===== src/verilog/sensor_alert_pkg.sv =====
// Behaviour
// - Temperature low level, 8-bit RW, resets 0x01
// - Temperature high level, 8-bit RW, resets 0xff
// - Temperature code/256*165-40 gives degrees Celsius
// - Humidity low level, 8-bit RW, resets zero
// - Humidity high level, 8-bit RW, resets 0xff
// - Humidity code/256*100 gives percent RH
// - Setup bit 7 soft-resets, then self-clears
// - Rate code 000 means one-shot mode
// - Nonzero rate codes pick continuous sample rate
// - Setup bit 3 switches heater on/off
// - Setup bit 2 enables alert pin drive
// - Setup bit 1 picks alert pin polarity
// - Setup bit 0: clear-on-read or comparator
// - Device setup at 0x0e, RW, resets zero
// - Measurement setup field layout at 0x0f
// - Alert enables act only with pin enabled
// - Trigger starts measurement, self-clears on start
// - Resolution codes 00/01/10 give 14/11/9 bits
package sensor_alert_pkg;

    localparam int unsigned CLK_PERIOD_NS = 10;
    localparam int unsigned MS_IN_NS = 1000000;
    localparam int unsigned MS_CYCLES_DEFAULT = MS_IN_NS / CLK_PERIOD_NS;

    // Register offsets
    localparam logic [7:0] ADDR_TEMP_LOW = 8'h0a;
    localparam logic [7:0] ADDR_TEMP_HIGH = 8'h0b;
    localparam logic [7:0] ADDR_HUM_LOW = 8'h0c;
    localparam logic [7:0] ADDR_HUM_HIGH = 8'h0d;
    localparam logic [7:0] ADDR_DEV_SETUP = 8'h0e;
    localparam logic [7:0] ADDR_MEAS_SETUP = 8'h0f;

    // Reset values
    localparam logic [7:0] RST_TEMP_LOW = 8'h01;
    localparam logic [7:0] RST_TEMP_HIGH = 8'hff;
    localparam logic [7:0] RST_HUM_LOW = 8'h00;
    localparam logic [7:0] RST_HUM_HIGH = 8'hff;
    localparam logic [7:0] RST_DEV_SETUP = 8'h00;
    localparam logic [7:0] RST_MEAS_SETUP = 8'h00;
    localparam logic [7:0] RD_UNMAPPED = 8'h00;

    // Conversion rate codes and sample periods in ms
    localparam logic [2:0] RATE_ONE_SHOT = 3'h0;
    localparam logic [31:0] RATE_PERIOD_MS [8] = '{
        32'h0, 32'd120000, 32'd60000, 32'd10000,
        32'd5000, 32'd1000, 32'd500, 32'd200
    };

    // Resolution codes and widths
    localparam logic [1:0] RES_14 = 2'h0;
    localparam logic [1:0] RES_11 = 2'h1;
    localparam logic [1:0] RES_9 = 2'h2;
    localparam logic [3:0] RES_BITS_14 = 4'he;
    localparam logic [3:0] RES_BITS_11 = 4'hb;
    localparam logic [3:0] RES_BITS_9 = 4'h9;
    localparam logic [3:0] RES_BITS_NA = 4'h0;

    localparam int unsigned NUM_CHAN = 2;
    localparam int unsigned CHAN_TEMP = 0;
    localparam int unsigned CHAN_HUM = 1;

    typedef struct packed {
        logic soft_reset_request;
        logic [2:0] conversion_rate_select;
        logic heater_on;
        logic alert_pin_enable;
        logic alert_polarity;
        logic alert_behaviour;
    } device_setup_s;

    typedef struct packed {
        logic [1:0] temperature_resolution;
        logic [1:0] humidity_resolution;
        logic reserved;
        logic [1:0] measurement_selection;
        logic measure_trigger;
    } measurement_setup_s;

    typedef struct packed {
        logic temp_high_alert_enable;
        logic temp_low_alert_enable;
        logic hum_high_alert_enable;
        logic hum_low_alert_enable;
    } alert_enable_s;

    typedef struct packed {
        logic [15:0] temperature;
        logic [15:0] humidity;
    } meas_result_s;

    typedef enum logic [1:0] {
        CONV_IDLE = 2'b01,
        CONV_RUN = 2'b10
    } conv_state_e;

endpackage


===== src/verilog/alert_compare.sv =====
`timescale 1ns/1ps
module alert_compare import sensor_alert_pkg::*; (
    // Clock and reset
    input wire logic clk_sys,
    input wire logic arst_n,
    // Control
    input wire logic clear_all,
    input wire logic comparator_mode,
    input wire logic flag_read,
    // Sample and levels
    input wire logic sample_valid,
    input wire logic [7:0] sample,
    input wire logic [7:0] level_low,
    input wire logic [7:0] level_high,
    // Flags
    output logic low_flag_q,
    output logic high_flag_q
);

    logic below;
    logic above;
    logic low_flag_d;
    logic high_flag_d;
    logic read_clear;

    assign below = sample < level_low;
    assign above = sample > level_high;
    assign read_clear = flag_read && !comparator_mode;

    // Comparator follows each sample; latched mode keeps set over clear
    assign low_flag_d = comparator_mode ? (sample_valid ? below : low_flag_q)
        : ((sample_valid && below) || (low_flag_q && !read_clear));
    assign high_flag_d = comparator_mode ? (sample_valid ? above : high_flag_q)
        : ((sample_valid && above) || (high_flag_q && !read_clear));

    always_ff @(posedge clk_sys or negedge arst_n) begin
        if (!arst_n) begin
            low_flag_q <= 1'b0;
            high_flag_q <= 1'b0;
        end else if (clear_all) begin
            low_flag_q <= 1'b0;
            high_flag_q <= 1'b0;
        end else begin
            low_flag_q <= low_flag_d;
            high_flag_q <= high_flag_d;
        end
    end
endmodule // alert_compare


===== src/verilog/sensor_alert_threshold_config_regs.sv =====
`timescale 1ns/1ps
module sensor_alert_threshold_config_regs import sensor_alert_pkg::*; #(
    parameter int unsigned CYCLES_PER_MS = MS_CYCLES_DEFAULT
) (
    // Clock and reset
    input wire logic clk_sys,
    input wire logic arst_n,
    // Register port
    input wire logic [7:0] reg_addr,
    input wire logic reg_wr_en,
    input wire logic [7:0] reg_wr_data,
    input wire logic reg_rd_en,
    output logic [7:0] reg_rd_data_q,
    // Alert enables and status read
    input wire alert_enable_s alert_enable,
    input wire logic alert_status_read,
    // New conversion results
    input wire logic result_valid,
    input wire meas_result_s result,
    // Conversion control
    output logic conv_start_q,
    output logic conv_continuous_q,
    output logic soft_reset_pulse,
    // Setup outputs
    output logic heater_on,
    output logic [3:0] temp_res_bits,
    output logic [3:0] hum_res_bits,
    output logic [1:0] measurement_selection,
    // Alert flags, temp low/high then hum low/high
    output logic [3:0] alert_flags,
    // Ready/alert pin
    output logic ready_alert_out_q,
    output logic ready_alert_oe_q
);

    logic [7:0] temp_low_q;
    logic [7:0] temp_high_q;
    logic [7:0] hum_low_q;
    logic [7:0] hum_high_q;
    device_setup_s dev_q;
    device_setup_s dev_d;
    measurement_setup_s meas_q;
    measurement_setup_s meas_d;
    conv_state_e state_q;
    conv_state_e state_d;
    logic [39:0] timer_q;
    logic [39:0] timer_d;
    logic [39:0] period_cycles;
    logic timer_done;
    logic start_d;
    logic sreset;

    // Address decode
    logic wr_temp_low;
    logic wr_temp_high;
    logic wr_hum_low;
    logic wr_hum_high;
    logic wr_dev;
    logic wr_meas;
    logic [7:0] rd_mux;

    assign wr_temp_low = reg_wr_en && (reg_addr == ADDR_TEMP_LOW);
    assign wr_temp_high = reg_wr_en && (reg_addr == ADDR_TEMP_HIGH);
    assign wr_hum_low = reg_wr_en && (reg_addr == ADDR_HUM_LOW);
    assign wr_hum_high = reg_wr_en && (reg_addr == ADDR_HUM_HIGH);
    assign wr_dev = reg_wr_en && (reg_addr == ADDR_DEV_SETUP);
    assign wr_meas = reg_wr_en && (reg_addr == ADDR_MEAS_SETUP);

    assign rd_mux = (reg_addr == ADDR_TEMP_LOW) ? temp_low_q :
        (reg_addr == ADDR_TEMP_HIGH) ? temp_high_q :
        (reg_addr == ADDR_HUM_LOW) ? hum_low_q :
        (reg_addr == ADDR_HUM_HIGH) ? hum_high_q :
        (reg_addr == ADDR_DEV_SETUP) ? 8'(dev_q) :
        (reg_addr == ADDR_MEAS_SETUP) ? 8'(meas_q) :
        RD_UNMAPPED;

    // Soft reset request held one cycle, then all registers except read data and the ready/alert pin outputs return to defaults
    assign sreset = dev_q.soft_reset_request;
    assign soft_reset_pulse = sreset;

    // Threshold registers; codes are raw sensor codes, scaled outside
    always_ff @(posedge clk_sys or negedge arst_n) begin
        if (!arst_n) begin
            temp_low_q <= RST_TEMP_LOW;
            temp_high_q <= RST_TEMP_HIGH;
            hum_low_q <= RST_HUM_LOW;
            hum_high_q <= RST_HUM_HIGH;
        end else if (sreset) begin
            temp_low_q <= RST_TEMP_LOW;
            temp_high_q <= RST_TEMP_HIGH;
            hum_low_q <= RST_HUM_LOW;
            hum_high_q <= RST_HUM_HIGH;
        end else begin
            if (wr_temp_low) begin
                temp_low_q <= reg_wr_data;
            end
            if (wr_temp_high) begin
                temp_high_q <= reg_wr_data;
            end
            if (wr_hum_low) begin
                hum_low_q <= reg_wr_data;
            end
            if (wr_hum_high) begin
                hum_high_q <= reg_wr_data;
            end
        end
    end

    // Setup bytes
    assign dev_d = wr_dev ? device_setup_s'(reg_wr_data) : dev_q;

    always_comb begin
        meas_d = meas_q;
        if (start_d && state_q == CONV_IDLE || meas_q.measure_trigger) begin
            meas_d.measure_trigger = 1'b0;
        end
        if (wr_meas) begin
            meas_d = measurement_setup_s'(reg_wr_data);
        end
    end

    always_ff @(posedge clk_sys or negedge arst_n) begin
        if (!arst_n) begin
            dev_q <= device_setup_s'(RST_DEV_SETUP);
            meas_q <= measurement_setup_s'(RST_MEAS_SETUP);
        end else if (sreset) begin
            dev_q <= device_setup_s'(RST_DEV_SETUP);
            meas_q <= measurement_setup_s'(RST_MEAS_SETUP);
        end else begin
            dev_q <= dev_d;
            meas_q <= meas_d;
        end
    end

    // Setup fields to the rest of the sensor
    assign heater_on = dev_q.heater_on;
    assign measurement_selection = meas_q.measurement_selection;

    assign temp_res_bits = (meas_q.temperature_resolution == RES_14) ? RES_BITS_14 :
        (meas_q.temperature_resolution == RES_11) ? RES_BITS_11 :
        (meas_q.temperature_resolution == RES_9) ? RES_BITS_9 : RES_BITS_NA;
    assign hum_res_bits = (meas_q.humidity_resolution == RES_14) ? RES_BITS_14 :
        (meas_q.humidity_resolution == RES_11) ? RES_BITS_11 :
        (meas_q.humidity_resolution == RES_9) ? RES_BITS_9 : RES_BITS_NA;

    // Sample rate timer
    assign period_cycles = 40'(RATE_PERIOD_MS[dev_q.conversion_rate_select]) * 40'(CYCLES_PER_MS);
    assign timer_done = timer_q >= (period_cycles - 40'h1);

    always_comb begin
        state_d = state_q;
        timer_d = timer_q;
        start_d = 1'b0;
        case (state_q)
            CONV_IDLE: begin
                timer_d = '0;
                if (meas_q.measure_trigger) begin
                    start_d = 1'b1;
                    if (dev_q.conversion_rate_select != RATE_ONE_SHOT) begin
                        state_d = CONV_RUN;
                    end
                end
            end
            CONV_RUN: begin
                if (dev_q.conversion_rate_select == RATE_ONE_SHOT) begin
                    state_d = CONV_IDLE;
                    timer_d = '0;
                end else if (meas_q.measure_trigger || timer_done) begin
                    start_d = 1'b1;
                    timer_d = '0;
                end else begin
                    timer_d = timer_q + 40'h1;
                end
            end
            default: begin
                state_d = CONV_IDLE;
                timer_d = '0;
            end
        endcase
    end

    always_ff @(posedge clk_sys or negedge arst_n) begin
        if (!arst_n) begin
            state_q <= CONV_IDLE;
            timer_q <= '0;
            conv_start_q <= 1'b0;
        end else if (sreset) begin
            state_q <= CONV_IDLE;
            timer_q <= '0;
            conv_start_q <= 1'b0;
        end else begin
            state_q <= state_d;
            timer_q <= timer_d;
            conv_start_q <= start_d;
        end
    end

    assign conv_continuous_q = (state_q == CONV_RUN);

    // Threshold comparison per channel
    logic [7:0] chan_sample [NUM_CHAN];
    logic [7:0] chan_low [NUM_CHAN];
    logic [7:0] chan_high [NUM_CHAN];
    logic [NUM_CHAN-1:0] low_flag;
    logic [NUM_CHAN-1:0] high_flag;

    assign chan_sample[CHAN_TEMP] = result.temperature[15:8];
    assign chan_sample[CHAN_HUM] = result.humidity[15:8];
    assign chan_low[CHAN_TEMP] = temp_low_q;
    assign chan_low[CHAN_HUM] = hum_low_q;
    assign chan_high[CHAN_TEMP] = temp_high_q;
    assign chan_high[CHAN_HUM] = hum_high_q;

    genvar ch;
    generate
        for (ch = 0; ch < NUM_CHAN; ch++) begin : g_chan
            alert_compare u_cmp (
                .clk_sys(clk_sys),
                .arst_n(arst_n),
                .clear_all(sreset),
                .comparator_mode(dev_q.alert_behaviour),
                .flag_read(alert_status_read),
                .sample_valid(result_valid),
                .sample(chan_sample[ch]),
                .level_low(chan_low[ch]),
                .level_high(chan_high[ch]),
                .low_flag_q(low_flag[ch]),
                .high_flag_q(high_flag[ch])
            );
        end
    endgenerate

    assign alert_flags = {high_flag[CHAN_HUM], low_flag[CHAN_HUM], high_flag[CHAN_TEMP], low_flag[CHAN_TEMP]};

    // Ready/alert pin
    logic alert_active;

    assign alert_active = dev_q.alert_pin_enable && (
        (alert_enable.temp_low_alert_enable && low_flag[CHAN_TEMP]) ||
        (alert_enable.temp_high_alert_enable && high_flag[CHAN_TEMP]) ||
        (alert_enable.hum_low_alert_enable && low_flag[CHAN_HUM]) ||
        (alert_enable.hum_high_alert_enable && high_flag[CHAN_HUM]));

    always_ff @(posedge clk_sys or negedge arst_n) begin
        if (!arst_n) begin
            ready_alert_out_q <= 1'b1;
            ready_alert_oe_q <= 1'b0;
        end else begin
            ready_alert_out_q <= dev_q.alert_polarity ? alert_active : !alert_active;
            ready_alert_oe_q <= dev_q.alert_pin_enable;
        end
    end

    // Register read data
    always_ff @(posedge clk_sys or negedge arst_n) begin
        if (!arst_n) begin
            reg_rd_data_q <= RD_UNMAPPED;
        end else if (reg_rd_en) begin
            reg_rd_data_q <= rd_mux;
        end
    end
endmodule // sensor_alert_threshold_config_regs


===== config.mk =====
export PLATFORM = sky130hd
export DESIGN_NAME = sensor_alert_threshold_config_regs
export DESIGN_NICKNAME = d
export VERILOG_FILES = /design/src/verilog/sensor_alert_pkg.sv /design/src/verilog/alert_compare.sv /design/src/verilog/sensor_alert_threshold_config_regs.sv
export SDC_FILE = /design/constraint.sdc
export NUM_CORES = 1
export LEC_CHECK = 0
export BUFFER_PORTS_ARGS = -buffer_cell sky130_fd_sc_hd__buf_2
export CORE_MARGIN = 5
export CORE_UTILIZATION = 45
export CTS_BUF_LIST = sky130_fd_sc_hd__clkbuf_4 sky130_fd_sc_hd__clkbuf_8
export DETAILED_ROUTE_END_ITERATION = 10
export HOLD_SLACK_MARGIN = 0.1
export PLACE_DENSITY = 0.64
export SYNTH_ARGS = -nofsm -noshare
export SYNTH_HDL_FRONTEND = slang
export SYNTH_HIERARCHICAL = 1
export SYNTH_SLANG_ARGS = --single-unit

===== constraint.sdc =====
create_clock -name clk_sys -period 19.79 [get_ports clk_sys]
set_input_delay 3.958 -clock clk_sys [delete_from_list [all_inputs] [get_ports clk_sys]]
set_output_delay 3.958 -clock clk_sys [all_outputs]
set_load 0.01 [all_outputs]

==> results of run 1 <==
## sequential cells by signal, indices dropped and copies added (netlist names), 6 cells and up
| name | cells |
|---|---|
| timer_q | 40 |
| hum_high_q | 8 |
| hum_low_q | 8 |
| reg_rd_data_q | 8 |
| temp_high_q | 8 |
| temp_low_q | 8 |
| dev_q | 6 |
| meas_q | 6 |
## worst paths after layout
kind	cells past startpoint	slack [ns]	end
max	33	9.78	timer_q[14]
min	0	0.48	ready_alert_oe_q
max reg2reg	33	9.78	timer_q[14]
min reg2reg	0	0.48	ready_alert_oe_q
max in group asynchronous	2	14.97	soft_reset_pulse
min in group asynchronous	1	3.56	timer_q[37]
## Yosys cell counts, types with 3 or more instances
cell type	instances	area (µm²)
ha_1	174	2180
inv_1	127	477
nor2_1	126	473
dfrtp_1	86	2150
a21oi_1	68	340
nand2_1	68	255
xor2_1	44	385
xnor2_1	40	350
mux2i_1	36	360
a21o_1	31	233
clkbuf_1	28	105
nor2b_1	27	169
nand3_1	26	130
o21ai_0	26	130
fa_1	23	460
nand4_1	21	131
dfstp_2	19	499
a211o_1	18	158
nor3_1	15	75.1
and3_1	13	81.3
o211ai_1	12	90.1
or2_2	10	62.6
mux4_2	8	180
a211oi_1	7	52.6
nor4_1	6	37.5
o21a_1	6	45.0
a2111oi_0	5	43.8
a22o_1	5	43.8
buf_1	5	18.8
nand4b_1	5	43.8
a31oi_1	4	25.0
and2_1	4	25.0
mux2_2	4	45.0
or3_1	4	25.0
a311oi_1	3	26.3
and3b_1	3	26.3
nand2b_1	3	18.8
nor3b_1	3	22.5
nor4b_1	3	26.3
o31a_1	3	26.3
o31ai_1	3	22.5
## power groups by stage
stage / registers [mW] / logic [mW] / clock network, mW
2_1_floorplan: 0.236 / 0.164 / 0
3_3_place_gp: 0.237 / 0.219 / 0
3_5_place_dp: 0.237 / 0.222 / 0
4_1_cts: 0.233 / 0.224 / 0.136
5_1_grt: 0.234 / 0.255 / 0.145
6_report: 0.233 / 0.223 / 0.132
## layout make-up
class / count / share of cell area [%]
tap: 319 / 3.48
clock inverter: 5 / 0.414
multi-input combinational: 911 / 64.0
timing repair buffer: 76 / 3.49
sequential: 105 / 23.1
clock buffer: 11 / 1.27
inverter: 129 / 4.22
## cells by family after synthesis
group	Yosys count	share of synthesized area [%]
xor gates and xnor gates	84	6.92
AOI/OAI and AO/OA	226	15.2
muxes	48	5.51
adders and majority gates	197	24.8
other	1	0.0353
DFF	105	24.9
buffers and inverters	167	6.06
and+or+nand+nor	354	16.5
## per-stage QoR
| step | power [mW] | utilization [%] |
|---|---|---|
| finish | 0.588 | 49.2 |
| detailed placement | 0.459 | 48.3 |
| global placement | 0.455 | 48.3 |
| floorplan | 0.399 | - |
| global route | 0.634 | 49.2 |
| CTS | 0.593 | 49.2 |
## critical path: cells and delay by family, from the launching register on
family                     cells  cell delay (ns)
xor gates and xnor gates       1             0.20
AOI/OAI and AO/OA             12             3.15
and+or+nand+nor                6             1.96
DFF                            1             0.63
adders and majority gates      8             3.21
buffers and inverters          6             0.71
## metal layers
metal	vias to the layer above	GRT usage (%)
met4	0	4.42
met1	4047	29.6
li1	4221	-
met3	20	2.60
met5	-	0
met2	221	30.7
==> out/results.md, run 1 <==
| Metric | This run | Unit |
| --- | --- | --- |
| Largest fanout on the critical path | 38 | - |
| Net switching power of the design | 217 | µW |
| Core region area | 0.0233 | mm² |
| Pin count of the biggest net entering global routing | 61 | - |
| Post-DP Area | 0.0113 | mm² |
| Top-level I/O count | 86 | - |
| Synthesized flop and latch total | 105 | - |
| Die Span X | 164 | µm |
| Number of library cell types mapped by synthesis | 84 | - |
| Detailed-routing iteration count for the pre-antenna-repair pass | 5 | - |
| Count of final hold-check violations | 0 | - |
| Unrepaired setup endpoints after global routing | false | - |
| Minimum clock period after layout | 10.01 | ns |
| Remaining number of nets flagged by the antenna check after routing | 0 | - |
| Combined flip-flop and latch cell area | 0.00265 | mm² |
| Residual DRC | 0 | - |
| Synthesized instance count | 1,182 | - |
| Root Buffer Master | clkbuf_8 | - |
| Number of enable flip-flop cells after synthesis | 0 | - |
| Total wirelength of the detailed-routed design | 26,400 | µm |
| WHS | 0.481 | ns |
| Fill cell count | 2,209 | - |
| Finish-stage setup viols | 0 | - |
| Post-synthesis sequential area ratio | 24.9 | % |
| CTS buffer count | 9 | - |
| Met1 routed wirelength after detailed routing | 13,000 | µm |
| Via density | 5.47 | - |
| RePlAce Congestion | 0.856 | - |
| Share of final-layout standard cells stronger than drive strength 1 | 12.6 | % |
| Mean post-synth cell area | 8.99 | µm² |
| Max-cap violations | 0 | - |
| Number of global-route vias before repair | 8,208 | - |
| Final std cells w/o fill | 1,556 | - |
| Max Freq | 99.9 | MHz |
| Most common cell after layout, fill and taps aside | ha_1 | - |
| Number of buffers added to fix hold violations after cts | 0 | - |
| Number of levels in the clock H-tree | 3 | - |
| Final-report max-slew violation count | 0 | - |
| Nets | 1,487 | - |
| Setup Crit Path Kind | register to register | - |
| Start point of the critical path | dev_q[4] | - |
| Slew at the pin closest to its max-slew limit | 1.07 | ns |
| Slew Limit Headroom | 28.2 | % |
| Port Buffer Count | 69 | - |
| Final cell area excluding filler cells | 0.0115 | mm² |
| Diode count | 0 | - |
| Start point of the worst min-delay path | dev_q[2] | - |
| Critical Path End Type | register | - |
| Synthesized area | 0.0106 | mm² |
| Most frequent cells in the layout | ha_1, inv_1, nor2_1 | - |
| Die ar. | 0.0268 | mm² |
| Latest clock arrival within the worst-skew pair | 0.39 | ns |
| Clock sink count | 105 | - |
| Total GRT Usage | 19.8 | % |
| Cell at the slowest stage of the critical path | or4b_2 | - |
| Area of the multi-input gates | 0.00734 | mm² |
| Combinational fraction of design power | 38.0 | % |
| TritonCTS clock tree | yes | - |
| Vias after detailed routing | 8,509 | - |
| Total negative setup slack | 0 | ns |
| Count of warnings emitted by yosys | 6 | - |
| Site row count | 56 | - |
| Outcome | finished, final reports clean | - |
| Final setup skew | 0.0228 | ns |
| Wire length per cell after detailed routing | 17.0 | µm |
| Pre-CTS worst setup slack | 9.73 | ns |
| Reg power frac | 39.6 | % |
| Met2 WL | 11,600 | µm |
| Arrival time at the worst endpoint | 10.31 | ns |
| Clock network fraction of total power | 22.4 | % |
| Switching share of power | 36.9 | % |
| Post-CTS Setup Repair Bufs | 0 | - |
| Main flop type after synthesis | dfrtp_1 | - |
| Number of cells in the design after placement | 1,540 | - |
| Async set-reset flop share out of synthesis | 100 | % |
| Drt first-iter violations | 531 | - |
| Initial standard-cell utilization of the core | 45.5 | % |
| Required time reported for the critical path endpoint | 20.10 | ns |
| Internal Dissipation | 371 | µW |
| Worst hold path class | register to register | - |
| Met3 wirelength from detailed routing | 1480 | µm |
| Vertical die dimension | 164 | µm |
| P&R area growth vs syn | 7.93 | % |
| Worst Setup Start Kind | register | - |
| Reg clk slew, reported paths | 0.11 | ns |
| Worst setup slack after layout | 9.78 | ns |
| Beginning of the worst register-to-register path | dev_q[4] | - |
| DP HPWL | 21,300 | µm |
| Number of antenna violations at the first check in global routing | 0 | - |
| Fin crit share | 50.6 | % |
| Post_cts resized | 0 | - |
| Maximum cell stage delay along the critical path | 1.05 | ns |
| Maximum number of buffers from clock root to sink | 2 | - |
| Power per Cell Area | 51.3 | mW/mm² |
| Wire length of the first global-routing pass | 43,100 | µm |
| Total congestion overflow | 0 | - |
| Peak ir drop on the vdd network | 29.0 | µV |
| Uppermost routed layer | met4 | - |
| Leakage | 5.87 | nW |
Power figures use the tool's default switching activity.
==> run 2, diff against run 1 <==
--- a/config.mk
+++ b/config.mk
@@ -11,7 +11,7 @@
 export CTS_BUF_LIST = sky130_fd_sc_hd__clkbuf_4 sky130_fd_sc_hd__clkbuf_8
 export DETAILED_ROUTE_END_ITERATION = 10
 export HOLD_SLACK_MARGIN = 0.1
-export PLACE_DENSITY = 0.64
+export PLACE_DENSITY = 0.66
 export SYNTH_ARGS = -nofsm -noshare
 export SYNTH_HDL_FRONTEND = slang
 export SYNTH_HIERARCHICAL = 1
==> constraint.sdc (replaced) <==
create_clock -name clk_sys -period 9 [get_ports clk_sys]
set_input_delay 1.8 -clock clk_sys [delete_from_list [all_inputs] [get_ports clk_sys]]
set_output_delay 1.8 -clock clk_sys [all_outputs]
set_load 0.01 [all_outputs]
==> out/results.md, run 2 (synthesized netlist as in run 1, its figures left out) <==
| Metric | This run | Unit | Change |
| --- | --- | --- | --- |
| Outcome | finished, final reports clean | - |  |
| Die ar. | 0.0268 | mm² | unchanged |
| Leakage | 6.02 | nW | +2.6% |
| Critical Path End Type | register | - |  |
| P&R area growth vs syn | 10.3 | % |  |
| Clock sink count | 105 | - | unchanged |
| Share of final-layout standard cells stronger than drive strength 1 | 14.9 | % | +2.3 points |
| Internal Dissipation | 830 | µW | +120% |
| Fill cell count | 2,208 | - | -0.045% |
| Final cell area excluding filler cells | 0.0117 | mm² | +2.2% |
| Number of global-route vias before repair | 8,312 | - | +1.3% |
| CTS buffer count | 9 | - | unchanged |
| Most frequent cells in the layout | ha_1, inv_1, nor2_1 | - |  |
| Count of buffering cells on the critical path with inverters included | 7 | - | +1 |
| Power per Cell Area | 114 | mW/mm² | +120% |
| Total congestion overflow | 0 | - | unchanged |
| Cell at the slowest stage of the critical path | or4b_4 | - |  |
| Largest register FFs | 40 | - | unchanged |
| Slew Limit Headroom | 27.3 | % | -0.88 points |
| Required time reported for the critical path endpoint | 9.32 | ns | -10.78 ns |
| Most common cell after layout, fill and taps aside | ha_1 | - |  |
| Count of final hold-check violations | 0 | - | unchanged |
| Net switching power of the design | 506 | µW | +130% |
| Maximum number of buffers from clock root to sink | 2 | - | unchanged |
| Pin count of the biggest net entering global routing | 69 | - | +13% |
| Unrepaired setup endpoints after global routing | false | - |  |
| Diode count | 0 | - | unchanged |
| Maximum cell stage delay along the critical path | 0.57 | ns | -0.48 ns |
| Die Span X | 164 | µm | unchanged |
| Port Buffer Count | 69 | - | unchanged |
| Total negative setup slack | 0 | ns | unchanged |
| Drt first-iter violations | 465 | - | -12% |
| Total GRT Usage | 19.6 | % | -0.20 points |
| Nets | 1,515 | - | +1.9% |
| Clock network fraction of total power | 23.0 | % | +0.6 points |
| Root Buffer Master | clkbuf_8 | - |  |
| Peak ir drop on the vdd network | 69.4 | µV | +140% |
| Top reg by flops | timer_q | - |  |
| Top-level I/O count | 86 | - | unchanged |
| Total wirelength of the detailed-routed design | 26,400 | µm | about the same |
| Combinational fraction of design power | 38.7 | % | +0.7 points |
| Final setup skew | 0.0181 | ns | -0.00475 ns |
| Arrival time at the worst endpoint | 8.91 | ns | -1.40 ns |
| Remaining number of nets flagged by the antenna check after routing | 0 | - | unchanged |
| RePlAce Congestion | 0.871 | - | +1.8% |
| Area of the multi-input gates | 0.00736 | mm² | +0.19% |
| Core region area | 0.0233 | mm² | unchanged |
| Number of buffers added to fix hold violations after cts | 0 | - | unchanged |
| Worst Setup Start Kind | register | - |  |
| Vias after detailed routing | 8,666 | - | +1.8% |
| Minimum clock period after layout | 8.59 | ns | -1.41 ns |
| Finish-stage setup viols | 0 | - | unchanged |
| Wire length of the first global-routing pass | 42,800 | µm | -0.71% |
| Switching share of power | 37.9 | % | +0.95 points |
| Reg power frac | 38.3 | % | -1.3 points |
| Vertical die dimension | 164 | µm | unchanged |
| Final-report max-slew violation count | 0 | - | unchanged |
| Initial standard-cell utilization of the core | 45.5 | % | unchanged |
| Slew at the pin closest to its max-slew limit | 1.09 | ns | +0.0132 ns |
| Detailed-routing iteration count for the pre-antenna-repair pass | 6 | - | +1 |
| Fin crit share | 95.5 | % | +45 points |
| Setup Crit Path Kind | register to register | - |  |
| Worst hold path class | register to register | - |  |
| Latest clock arrival within the worst-skew pair | 0.39 | ns | about the same |
| WHS | 0.464 | ns | -0.0169 ns |
| Site row count | 56 | - | unchanged |
| TritonCTS clock tree | yes | - |  |
| Post-DP Area | 0.0115 | mm² | +2.0% |
| Via density | 5.47 | - | about the same |
| Number of antenna violations at the first check in global routing | 0 | - | unchanged |
| Number of levels in the clock H-tree | 3 | - | unchanged |
| CP delay by family, top | adder cells | - |  |
| Max-cap violations | 0 | - | unchanged |
| Residual DRC | 0 | - | unchanged |
| Post-route core utilization | 50.3 | % | +1.1 points |
| Wire length per cell after detailed routing | 16.7 | µm | -1.8% |
| Largest fanout on the critical path | 33 | - | -13% |
| DP HPWL | 21,500 | µm | +0.81% |
| Max Freq | 116 | MHz | +16% |
| Reg clk slew, reported paths | 0.12 | ns | about the same |
| Combined flip-flop and latch cell area | 0.00266 | mm² | about the same |
## run 2: cell types whose count changed in the layout (fill, tap and decap cells not counted), moves of 2 or more
cell,delta
clkinv_8,+2
buf_4,+27
dfrtp_1,-2
dfrtp_2,+2
## run 2: what timing repair did
action                     CTS  global route
resized for setup            0             4
buffers inserted             0             1
setup endpoints to repair    0            38
## run 2: final cells by class
cell class	count	share of cell area [%]
multi-input combinational	911	62.7
sequential	105	22.6
timing repair buffer	104	5.31
inverter	129	4.14
tap	319	3.40
clock buffer	9	1.06
clock inverter	7	0.725
## run 2: through the flow
stage	total power, mW	std cells	setup WS [ns]
finish	1.34	1584	0.409
global route	1.44	1584	0.0145
CTS	1.34	1583	0.113
detailed placement	1.03	1567	0.147
global placement	1.02	1567	0.278
floorplan	0.878	1183	0.0269
## run 2: metal layers
metal	GRT usage [%]	up-vias	routed length, µm
met5	0	-	0
met4	4.69	0	350
met3	2.32	20	1160
met2	31.0	175	11900
met1	28.7	4167	13000
li1	-	4304	-
## run 2: final timing paths
| kind | startpoint | end | slack, ns | depth (start not counted) |
|---|---|---|---|---|
| min in group asynchronous | arst_n | timer_q[37] | 1.35 | 1 |
| hold / removal | dev_q[2] | ready_alert_oe_q | 0.46 | 0 |
| setup / recovery | dev_q[5] | timer_q[18] | 0.41 | 32 |
| max in group asynchronous | arst_n | dev_q[4] | 6.35 | 2 |
| hold reg to reg | dev_q[2] | ready_alert_oe_q | 0.46 | 0 |
| setup reg to reg | dev_q[5] | timer_q[18] | 0.41 | 32 |
## run 2: power by group through the flow
stage | clock, mW | sequential, mW | combinational (mW)
5_1_grt | 0.335 | 0.514 | 0.588
3_3_place_gp | 0 | 0.519 | 0.499
2_1_floorplan | 0 | 0.518 | 0.360
4_1_cts | 0.317 | 0.511 | 0.514
3_5_place_dp | 0 | 0.520 | 0.511
6_report | 0.308 | 0.511 | 0.517
